[src/pmic_seq_regs.vh]
// Purpose: Register map, reset values and timing for the power sequencer
// Assumes: 32-bit APB data, one aligned word per register
// Notes: Offsets are register indexes; byte address is index times four
`ifndef PMIC_SEQ_REGS_VH
`define PMIC_SEQ_REGS_VH

// ****************************************
// Register indexes
// ****************************************
`define IDX_CONFIG 6'h00
`define IDX_VOUT 6'h01
`define IDX_SLOTDLY 6'h02
`define IDX_STATUS 6'h12
`define IDX_STATE 6'h13

// ****************************************
// Config fields
// ****************************************
`define CFG_SLOT_LSB 0
`define CFG_CHEN_LSB 8
`define CFG_STAGGER_BIT 12
`define CFG_PGMODE_BIT 13
`define CFG_ADDR_LSB 16

// ****************************************
// Reset values
// ****************************************
`define CONFIG_RST 32'h0008_1f00
`define VOUT_RST 32'h0000_0000

// ****************************************
// Status fields
// ****************************************
`define STAT_PG_LSB 4
`define STAT_WARN_BIT 3
`define STAT_TSD_BIT 2

// ****************************************
// Timing
// ****************************************
`define CLK_PERIOD_NS 4
`define SLOT_DELAY_NS 1000
`define SLOT_DELAY_CYC (`SLOT_DELAY_NS / `CLK_PERIOD_NS)

`endif

[src/pmic_power_state_sequencer.v]
// Purpose: Power control state machine of a four-channel buck controller
// Assumes: Analog detectors deliver levels; registers reached over APB
// Notes: Slot delay is software-programmable, counted on clk
//
// Contract
// - Main supply below lockout holds everything off, all channels too.
// - Secondary supply below lockout keeps channels two and three off.
// - Power off: channels off, bus alive; power-on factor starts sequence.
// - Power-on sequence follows slot order; off factor returns to off.
// - Power on: enabled channels run, power good high, watch off factor.
// - Off factor while on enters the power-off sequence.
// - Enable pin high starts power-on; each channel obeys its enable bit.
// - After thermal shutdown, restart power-on once temperature recovers.
// - Four time slots; each channel has a slot number 0 to 3.
// - Enable pin low is an off factor entering power-off sequence.
// - Power good drops before any channel turns off.
// - Stagger setting 1 turns channels off in reverse slot order.
// - Stagger setting 0 turns all channels off together.
// - Power-off sequence ignores enable pin and keeps discharge active.
// - Supply loss or overheat turns all channels off at once.
// - Above warning temperature the warning status bit reads 1.
// - Above shutdown temperature the device enters shutdown.
// - Voltage and slew settings written take effect at once.
// - Power-good pin mode switches slave address to register value.
// - Warning flag is status bit 3 at index 0x12, live.
// - Status bit 2 reads high during thermal shutdown.
`include "pmic_seq_regs.vh"
`timescale 1ns/1ps
`default_nettype none

module pmic_power_state_sequencer #(
    parameter NCH = 4
) (
    input wire clk, // 250 MHz clock
    input wire nrst, // Async reset, active low
    input wire psel, // APB select
    input wire penable, // APB access phase
    input wire pwrite, // APB write
    input wire [7:0] paddr, // APB byte address
    input wire [31:0] pwdata, // APB write data
    output reg [31:0] prdata, // APB read data
    output wire pready, // APB ready
    output wire pslverr, // APB error on unmapped address
    input wire enableSyncInput, // Enable pin level
    input wire mainSupplyOk, // Main supply above lockout
    input wire secondarySupplyOk, // Secondary supply above lockout
    input wire tempWarnIn, // Die above warning threshold
    input wire tempShutIn, // Die above shutdown threshold
    input wire tempRecoverIn, // Die at or below recovery threshold
    input wire [NCH-1:0] chanPgIn, // Per-channel output good
    input wire [1:0] addrSelIn, // Decoded address-select pin level
    output reg [NCH-1:0] buckEn, // Channel enables
    output reg dischargeActive, // Output discharge on
    output reg powerGoodOutput, // Power good pin
    output reg [31:0] voutCode, // Voltage and slew codes
    output reg [6:0] slaveAddr // Serial slave address
);

// ****************************************
// States
// ****************************************
localparam [2:0] ST_NOSUP = 3'h0;
localparam [2:0] ST_OFF = 3'h1;
localparam [2:0] ST_ONSEQ = 3'h2;
localparam [2:0] ST_ON = 3'h3;
localparam [2:0] ST_OFFSEQ = 3'h4;
localparam [2:0] ST_SHUTDN = 3'h5;
localparam [1:0] LAST_SLOT = 2'h3;
// Reset delay is worked out in 32 bits, then cut to the counter width
localparam integer DLY_CYC = `SLOT_DELAY_CYC;
localparam [15:0] DLY_RST = DLY_CYC[15:0];

// ****************************************
// Input synchronisers
// ****************************************
wire [5:0] rawIn;
wire [5:0] syncOut;
assign rawIn = {tempRecoverIn, tempShutIn, tempWarnIn,
    secondarySupplyOk, mainSupplyOk, enableSyncInput};

genvar g;
generate
    for (g = 0; g < 6; g = g + 1) begin : gSync
        // Two flops per pin; only the second is used by logic
        reg stage1_q;
        reg stage2_q;
        // Each pin keeps its own pair, so no flop has two drivers
        always @(posedge clk or negedge nrst) begin
            if (!nrst) begin
                stage1_q <= 1'b0;
                stage2_q <= 1'b0;
            end else begin
                stage1_q <= rawIn[g];
                stage2_q <= stage1_q;
            end
        end
        assign syncOut[g] = stage2_q;
    end
endgenerate

wire enPin = syncOut[0];
wire mainOk = syncOut[1];
wire secOk = syncOut[2];
wire tWarn = syncOut[3];
wire tShut = syncOut[4];
wire tRecover = syncOut[5];

// ****************************************
// Registers
// ****************************************
reg [31:0] cfg_q;
reg [31:0] vout_q;
reg [15:0] dly_q;
reg [2:0] state_q;
reg [2:0] state_d;
reg [NCH-1:0] on_q;
reg [NCH-1:0] on_d;
reg [1:0] slot_q;
reg [1:0] slot_d;
reg [15:0] cnt_q;
reg [15:0] cnt_d;
reg pg_d;

wire stagger = cfg_q[`CFG_STAGGER_BIT];
wire pgMode = cfg_q[`CFG_PGMODE_BIT];
wire [5:0] idx = paddr[7:2];
wire access = psel & penable;
wire hit = (idx == `IDX_CONFIG) | (idx == `IDX_VOUT) |
    (idx == `IDX_SLOTDLY) | (idx == `IDX_STATUS) | (idx == `IDX_STATE);

// ****************************************
// APB access
// ****************************************
// Zero wait states: every access completes in its first access cycle
assign pready = 1'b1;
assign pslverr = access & ~hit;

// Software writes; status and state words are read-only
always @(posedge clk or negedge nrst) begin
    if (!nrst) begin
        cfg_q <= `CONFIG_RST;
        vout_q <= `VOUT_RST;
        dly_q <= DLY_RST;
    end else if (access & pwrite) begin
        if (idx == `IDX_CONFIG) begin
            cfg_q <= pwdata;
        end
        if (idx == `IDX_VOUT) begin
            vout_q <= pwdata;
        end
        if (idx == `IDX_SLOTDLY) begin
            dly_q <= pwdata[15:0];
        end
    end
end

// Read data sampled in setup so it stands through the access phase
always @(posedge clk or negedge nrst) begin
    if (!nrst) begin
        prdata <= 32'h0000_0000;
    end else if (psel & ~penable & ~pwrite) begin
        prdata <= 32'h0000_0000;
        case (idx)
            `IDX_CONFIG: begin
                prdata <= cfg_q;
            end
            `IDX_VOUT: begin
                prdata <= vout_q;
            end
            `IDX_SLOTDLY: begin
                prdata <= {16'h0000, dly_q};
            end
            `IDX_STATUS: begin
                prdata[`STAT_PG_LSB+3:`STAT_PG_LSB] <= chanPgIn[3:0];
                prdata[`STAT_WARN_BIT] <= tWarn;
                prdata[`STAT_TSD_BIT] <= (state_q == ST_SHUTDN);
            end
            `IDX_STATE: begin
                prdata <= {29'h0, state_q};
            end
            default: begin
                prdata <= 32'h0000_0000;
            end
        endcase
    end
end

// ****************************************
// Slot match and secondary-supply mask per channel
// ****************************************
wire [NCH-1:0] slotHit;
wire [NCH-1:0] secMask;
generate
    for (g = 0; g < NCH; g = g + 1) begin : gSlot
        // Channel joins the current slot only if enabled
        assign slotHit[g] = cfg_q[`CFG_CHEN_LSB+g] &
            (cfg_q[`CFG_SLOT_LSB+2*g+1:`CFG_SLOT_LSB+2*g] == slot_q);
        // Channels two and three run from the secondary supply
        assign secMask[g] = ((g == 1) | (g == 2)) ? secOk : 1'b1;
    end
endgenerate

// Slot timer expiry; a zero delay gives one slot per cycle
wire tick = (cnt_q == 16'h0000);
wire powered = (state_q == ST_ONSEQ) | (state_q == ST_ON) |
    (state_q == ST_OFFSEQ);

// ****************************************
// Sequencer next state
// ****************************************
always @* begin
    state_d = state_q;
    on_d = on_q;
    slot_d = slot_q;
    cnt_d = cnt_q;
    pg_d = 1'b0;
    if (!mainOk) begin
        // Supply loss overrides everything; all off together
        state_d = ST_NOSUP;
        on_d = {NCH{1'b0}};
    end else if (tShut & powered) begin
        state_d = ST_SHUTDN;
        on_d = {NCH{1'b0}};
    end else begin
        case (state_q)
            ST_NOSUP: begin
                // Supply back: wait in off for a power-on factor
                state_d = ST_OFF;
            end
            ST_OFF: begin
                on_d = {NCH{1'b0}};
                if (enPin) begin
                    state_d = ST_ONSEQ;
                    slot_d = 2'h0;
                    cnt_d = 16'h0000;
                end
            end
            ST_ONSEQ: begin
                if (!enPin) begin
                    state_d = ST_OFF;
                    on_d = {NCH{1'b0}};
                end else if (tick) begin
                    on_d = on_q | slotHit;
                    cnt_d = dly_q;
                    if (slot_q == LAST_SLOT) begin
                        state_d = ST_ON;
                    end else begin
                        slot_d = slot_q + 2'h1;
                    end
                end else begin
                    cnt_d = cnt_q - 16'h0001;
                end
            end
            ST_ON: begin
                pg_d = 1'b1;
                if (!enPin) begin
                    // Power good falls now; first channel off a slot later
                    state_d = ST_OFFSEQ;
                    pg_d = 1'b0;
                    slot_d = LAST_SLOT;
                    cnt_d = dly_q;
                end
            end
            ST_OFFSEQ: begin
                // Enable pin is not looked at here
                if (tick) begin
                    cnt_d = dly_q;
                    if (stagger) begin
                        on_d = on_q & ~slotHit;
                    end else begin
                        on_d = {NCH{1'b0}};
                    end
                    if (!stagger | (slot_q == 2'h0)) begin
                        state_d = ST_OFF;
                        on_d = {NCH{1'b0}};
                    end else begin
                        slot_d = slot_q - 2'h1;
                    end
                end else begin
                    cnt_d = cnt_q - 16'h0001;
                end
            end
            ST_SHUTDN: begin
                // Restart needs recovery and the overheat level gone
                on_d = {NCH{1'b0}};
                if (tRecover & ~tShut) begin
                    state_d = ST_ONSEQ;
                    slot_d = 2'h0;
                    cnt_d = 16'h0000;
                end
            end
            default: begin
                state_d = ST_NOSUP;
                on_d = {NCH{1'b0}};
            end
        endcase
    end
    on_d = on_d & secMask;
end

// ****************************************
// State and output flops
// ****************************************
always @(posedge clk or negedge nrst) begin
    if (!nrst) begin
        state_q <= ST_NOSUP;
        on_q <= {NCH{1'b0}};
        slot_q <= 2'h0;
        cnt_q <= 16'h0000;
        buckEn <= {NCH{1'b0}};
        powerGoodOutput <= 1'b0;
        dischargeActive <= 1'b0;
    end else begin
        state_q <= state_d;
        on_q <= on_d;
        slot_q <= slot_d;
        cnt_q <= cnt_d;
        buckEn <= on_d;
        powerGoodOutput <= pg_d;
        dischargeActive <= (state_d == ST_OFFSEQ);
    end
end

// Settings and address follow register writes on the next edge
always @(posedge clk or negedge nrst) begin
    if (!nrst) begin
        voutCode <= `VOUT_RST;
        slaveAddr <= 7'h00;
    end else begin
        voutCode <= vout_q;
        if (pgMode) begin
            // Pin used as power good: address fully from register
            slaveAddr <= {2'b11, cfg_q[`CFG_ADDR_LSB+4:`CFG_ADDR_LSB]};
        end else begin
            slaveAddr <= {2'b11, cfg_q[`CFG_ADDR_LSB+4:`CFG_ADDR_LSB+2],
                addrSelIn};
        end
    end
end

endmodule
`default_nettype wire

[config.mk]
export PLATFORM = sky130hd
export DESIGN_NAME = pmic_power_state_sequencer
export DESIGN_NICKNAME = d
export VERILOG_FILES = /design/src/pmic_power_state_sequencer.v
export VERILOG_INCLUDE_DIRS = /design/src
export SDC_FILE = /design/constraint.sdc
export NUM_CORES = 1
export LEC_CHECK = 0
export ABC_AREA = 1
export BUFFER_PORTS_ARGS = -buffer_cell sky130_fd_sc_hd__buf_2
export CORE_AREA = 4 4 180 165
export DETAILED_ROUTE_END_ITERATION = 10
export DIE_AREA = 0 0 184 169
export GPL_TIMING_DRIVEN = 0
export HOLD_SLACK_MARGIN = 0.1
export PLACE_DENSITY = 0.46
export SKIP_LAST_GASP = 1
export SYNTH_ARGS = -nofsm -noshare
export SYNTH_HDL_FRONTEND = slang
export SYNTH_SLANG_ARGS = --single-unit
export TNS_END_PERCENT = 1
[constraint.sdc]
create_clock -name clk -period 1.8 [get_ports clk]
set_clock_uncertainty 0.15 [all_clocks]
set_input_delay 0.09 -clock clk [delete_from_list [all_inputs] [get_ports clk]]
set_output_delay 0.09 -clock clk [all_outputs]
set_load 0.01 [all_outputs]
Word level (Yosys, flattened, before mapping)

Index checks and enable logic that the tools add are counted.

Bits in registers: 189
Input port bits: 57
Output and inout port bits: 79

$add $sub $neg: 3
Eq/ne operators: 23
Muxes and demuxes: 42
Bitwise gates (word level): 27
Reductions and logical operators: 12

Operators with widths:

| cell                                                                  | count |
|---|---|
| 16-bit 2-to-1 mux                                                     | 5 |
| 16-bit case mux with 5 select lines                                   | 1 |
| 24-bit case mux with 3 select lines                                   | 1 |
| 3-bit 2-to-1 mux                                                      | 10 |
| 6-bit case mux with 5 select lines                                    | 1 |
| 4-bit 2-to-1 mux                                                      | 7 |
| 2-bit 2-to-1 mux                                                      | 9 |
| 3-bit case mux with 6 select lines                                    | 1 |
| 16-bit zero test                                                      | 1 |
| 16-bit by 1-bit subtractor with 16-bit output, second input constant  | 1 |
| 2-bit != test, second input constant                                  | 7 |
| 6-bit by 5-bit equality test with 1-bit output, second input constant | 2 |
| 4-bit case mux with 3 select lines                                    | 1 |
| 1-bit bitwise AND                                                     | 11 |
| 11-bit AND reduction                                                  | 1 |
| 2-bit case mux with 5 select lines                                    | 1 |
| 3-bit equality test, second input constant                            | 3 |
| 4-bit bitwise AND                                                     | 2 |
| 2-bit equality test                                                   | 4 |
| 2-bit case mux with 4 select lines                                    | 1 |
| 1-bit bitwise OR                                                      | 7 |
| 7-bit AND reduction                                                   | 1 |
| 3-bit by 2-bit equality test with 1-bit output, second input constant | 2 |
| 6-bit by 1-bit equality test with 1-bit output, second input constant | 1 |
| other kinds (17)                                                      | 26 |

Longest topological paths before layout

Word-level depth: 11
Mapped depth: 12
Gate-level depth less buffers: 12

Worst setup path after synthesis

Ideal clock, no wire load.

Path type: reg-to-reg
Start point: register state_q[2]
End point: register cnt_q[12]
Library setup time: 0.121 ns
Arrival time: 1.467 ns
Required time: 1.529 ns
Slack: 0.061 ns
Stages on the path, launching flop included: 10
Buffers on the path: 1
Clock period less this slack: 1.739 ns
Cell sequence: dfrtp_1 -> inv_2 -> ha_1 -> nand2_1 -> nand2_4 -> nor2_8 -> nand2_8 -> buf_6 -> nor2_1 -> a21oi_1

Cells in the longest elaborated chain, start to end: 6
Elaborated cells between the ends (all ways): 16
Those cells by class: eq/ne: 9; mux: 1; bitwise: 4; reduce/logical: 2

Ends and longest elaborated chain:

| what                                           | RTL line                                                           | text |
|---|---|---|
| start: declaration                             | pmic_power_state_sequencer.v:114                                   | `reg [2:0] state_q;` |
| start signal: assignment                       | pmic_power_state_sequencer.v:314                                   | `state_q <= state_d;` |
| 3-bit by 2-bit equality test with 1-bit output | pmic_power_state_sequencer.v:205, pmic_power_state_sequencer.v:225 |  |
| 1-bit bitwise OR (2 in a row)                  | pmic_power_state_sequencer.v:205                                   | `wire powered = (state_q == ST_ONSEQ) \| (state_q == ST_ON) \|` |
| 1-bit bitwise AND                              | pmic_power_state_sequencer.v:221                                   | `end else if (tShut & powered) begin` |
| 1-bit NOT (no source line)                     | -                                                                  |  |
| 7-bit AND reduction (no source line)           | -                                                                  |  |
| end signal: assignment                         | pmic_power_state_sequencer.v:317                                   | `cnt_q <= cnt_d;` |
| end: declaration                               | pmic_power_state_sequencer.v:120                                   | `reg [15:0] cnt_q;` |

Several ways; a longest one is shown, not always the timed one.
A chain may end at the register's enable or synchronous reset.

Worst setup path after layout

Start point: register state_q[1]
End point: register cnt_q[14]

Same word-level chain as after synthesis.

==> key figures <==
Floorplanning
  – Initial Utilization: 30.8%
  – IO Pins: 136
  – Core area: 27,700 sq um
  – Die area: 31,100 sq um
  – Site row count: 58
  – Chip Height: 169 um
  – Die Span X: 184 um

Global routing
  – Initial antenna violation count: 1
  – First-pass GRT wire length: 42,800 um
  – Vias in the first global route: 7,405
  – Global Route Usage Sum: 17.7%
  – Overflow after GRT: 0
  – Largest net degree at the start of global routing: 116

Setup path
  – Worst path required time: 1990 ps
  – CP Capture Type: register
  – Worst EP arrival: 2000 ps
  – Critical path type: reg2reg
  – Crit path launch type: register
  – CP Max Fanout: 7

Drt
  – Drt wl/cell: 16.5 um
  – Via density: 4.63
  – Drc violations: 0
  – Post-Route WL: 27,100 um
  – Initial DRC count: 604
  – Antenna-violating nets left: 0
  – Drt first pass iters: 5
  – Vias post-DR: 7,599

Power
  – Worst vdd ir: 0.000662 V
  – Sw frac: 37.5%
  – Pwr Density: 1140 nW/um^2
  – Clock Power Share: 30.9%
  – Sequential power share: 39.2%
  – Switching power: 4.80 mW
  – Lkg Pwr: 5.69 nW
  – Comb pwr share: 29.9%
  – P_int: 8.01 mW

STA
  – Worst-margin pin slew: 675 ps
  – Min Tclk post-route: 1810 ps
  – Pins Over Slew Limit: 0
  – # setup viols final: 1
  – Tcrit/Tclk final: 100%
  – RSZ-0062 raised after global routing: true
  – PnR worst setup slack: -8.97 ps
  – Max frequency: 0.553 GHz
  – Hold violation total from the final report: 0
  – Slew margin rel.: 55.0%

Finish
  – Final instance area: 11,200 sq um
  – ANT cells: 0
  – Non-Filler Instances: 1,641
  – Final net count: 1,329
  – Share of layout cells above drive strength 1: 21.3%
  – Util after Layout: 40.4%
  – Fill cells: 2,948
  – Area delta synth->final: 31.5%

Yosys
  – Async S/R FF share, synth: 100%
  – Gate count of the mapped netlist: 1,045
  – Synthesized flop and latch total: 189
  – Post-synth EDFFs: 0
  – Top post-synthesis cells by area: dfrtp_1, nand2_1, o21ai_0
  – Ys Warns: 0
  – Top cells by count, synth: nand2_1, dfrtp_1, o21ai_0
  – Synth cell types: 38
  – Yosys top cell by area: dfrtp_1
  – Mapped Area: 8530 sq um
  – Post-synthesis average cell area: 8.16 sq um
  – Post-synth top area share: 52.0%
  – Most used DFF post-synth: dfrtp_1
  – Sequential area share after synthesis: 55.7%
  – Count leader, synth: nand2_1

Run status
  – Outcome: finished with violations
  – Failing checks: setup timing

Placement
  – Hpwl dp: 19,200 um
  – Placed inst area: 9680 sq um
  – Port Buf Inserts: 132
  – Dpl ws: -400 ps
  – Final GP Congestion: 0.854
  – DP Cell Count: 1,539

CTS
  – Clk sink count: 189
  – Number of buffers created by CTS: 17
  – Worst-Skew Late Latency: 440 ps
  – Root buf cell: clkbuf_16
  – Clock-pin slew on the worst setup and hold paths: 90 ps
  – H-tree levels: 4
  – CTS max path bufs: 2
  – TritonCTS clock tree: done

Hold path
  – HP Class: in2async

Flow run
  – Max Cap Viol: 0
[kinds of logic (layout without fill, tap and decap cells)]
group | after synthesis | after routing | synth area share [%]
other cells | 1 | 2 | 0.0440
fa+ha+maj | 4 | 4 | 0.587
xor+xnor | 4 | 4 | 0.411
flops | 189 | 189 | 55.7
simple gates | 515 | 516 | 25.3
buf+inv | 166 | 400 | 7.84
compound gates | 166 | 166 | 10.1
[through the flow]
stage	power, mW	hold WS (ps)	TNS [ps]
6_report	12.8	34.5	-8.97
3_5_place_dp	8.04	-42.3	-23040
4_1_cts	12.4	53.8	-267
5_1_grt	13.5	106	-1370
3_3_place_gp	8.03	48.8	-538940
2_1_floorplan	7.11	-356	0
[sequential cells by signal, summed over array words and instances (netlist names)]
signal / cells
cnt_q: 16
slot_q: 2
gSync.stage2_q: 5
on_q: 4
dischargeActive: 1
prdata: 32
voutCode: 32
dly_q: 16
vout_q: 32
state_q: 3
powerGoodOutput: 1
enPin: 1
gSync.stage1_q: 6
slaveAddr: 6
cfg_q: 32
[power by group through the flow]
stage	Sequential [mW]	Clock, mW	Combinational (mW)
2_1_floorplan	4.95	0	2.16
4_1_cts	4.98	4.07	3.34
3_5_place_dp	5.05	0	2.99
6_report	5.02	3.96	3.83
3_3_place_gp	5.05	0	2.98
5_1_grt	5.07	4.23	4.24
[placed cells by master, fill, tap and decap left out, drive strengths merged, types with 12 or more instances in the layout]
cell / instances
nor2: 85
dfstp: 12
nand3: 57
inv: 136
dlygate4sd3: 47
dfrtp: 177
buf: 162
nand2: 359
o21ai: 130
a21oi: 21
clkbuf: 49
[what timing repair did]
action | 4_1_cts | 5_1_grt
gates resized for setup | 25 | 47
gates cloned | 1 | 3
setup buffers | 9 | 10
hold buffers | 47 | 0
hold endpoints to repair | 280 | 0
endpoints found under the setup margin | 26 | 28
pin swaps | 3 | 14
[cell type report]
cell class / count / area [sq um] / share of cell area, %
buffer: 38 / 193 / 1.72
clock buffer: 18 / 439 / 3.92
clock inverter: 14 / 180 / 1.61
inverter: 128 / 500 / 4.46
multi-input combinational: 692 / 3310 / 29.5
sequential: 189 / 4750 / 42.4
tap: 360 / 450 / 4.02
timing repair buffer: 202 / 1390 / 12.4
[final timing paths]
check	from	end	slack, ps	depth (start not counted)
min reg2reg	gSync[5].stage1_q	gSync[5].stage2_q	200	0
max	state_q[1]	cnt_q[14]	-9	10
min in group clk	tempShutIn	gSync[4].stage1_q	140	2
max reg2reg	state_q[1]	cnt_q[14]	-9	10
max in group asynchronous	nrst	cnt_q[8]	480	3
min	nrst	prdata[26]	30	2
[worst max-delay path, stage by stage, from the launching register on]
cell     delay [ps]
dfrtp_2         510
ha_4            190
inv_2            60
nand2_4          50
nand2_4          80
nand2_4          70
nor2_8          140
nand2_8         110
buf_8           160
nor2_1          110
a21oi_2          70
[per-layer routing]
layer | wire length, um | up-vias | global-route usage [%] | part of all wire (%)
met3 | 1150 | 27 | 2.73 | 4.2
met1 | 13300 | 3651 | 26.6 | 49
li1 | - | 3733 | - | -
met4 | 357 | 2 | 4.53 | 1.3
met5 | 13 | - | 0 | 0.048
met2 | 12300 | 186 | 26.6 | 45
Note: power is estimated with default switching activity, not from simulation.
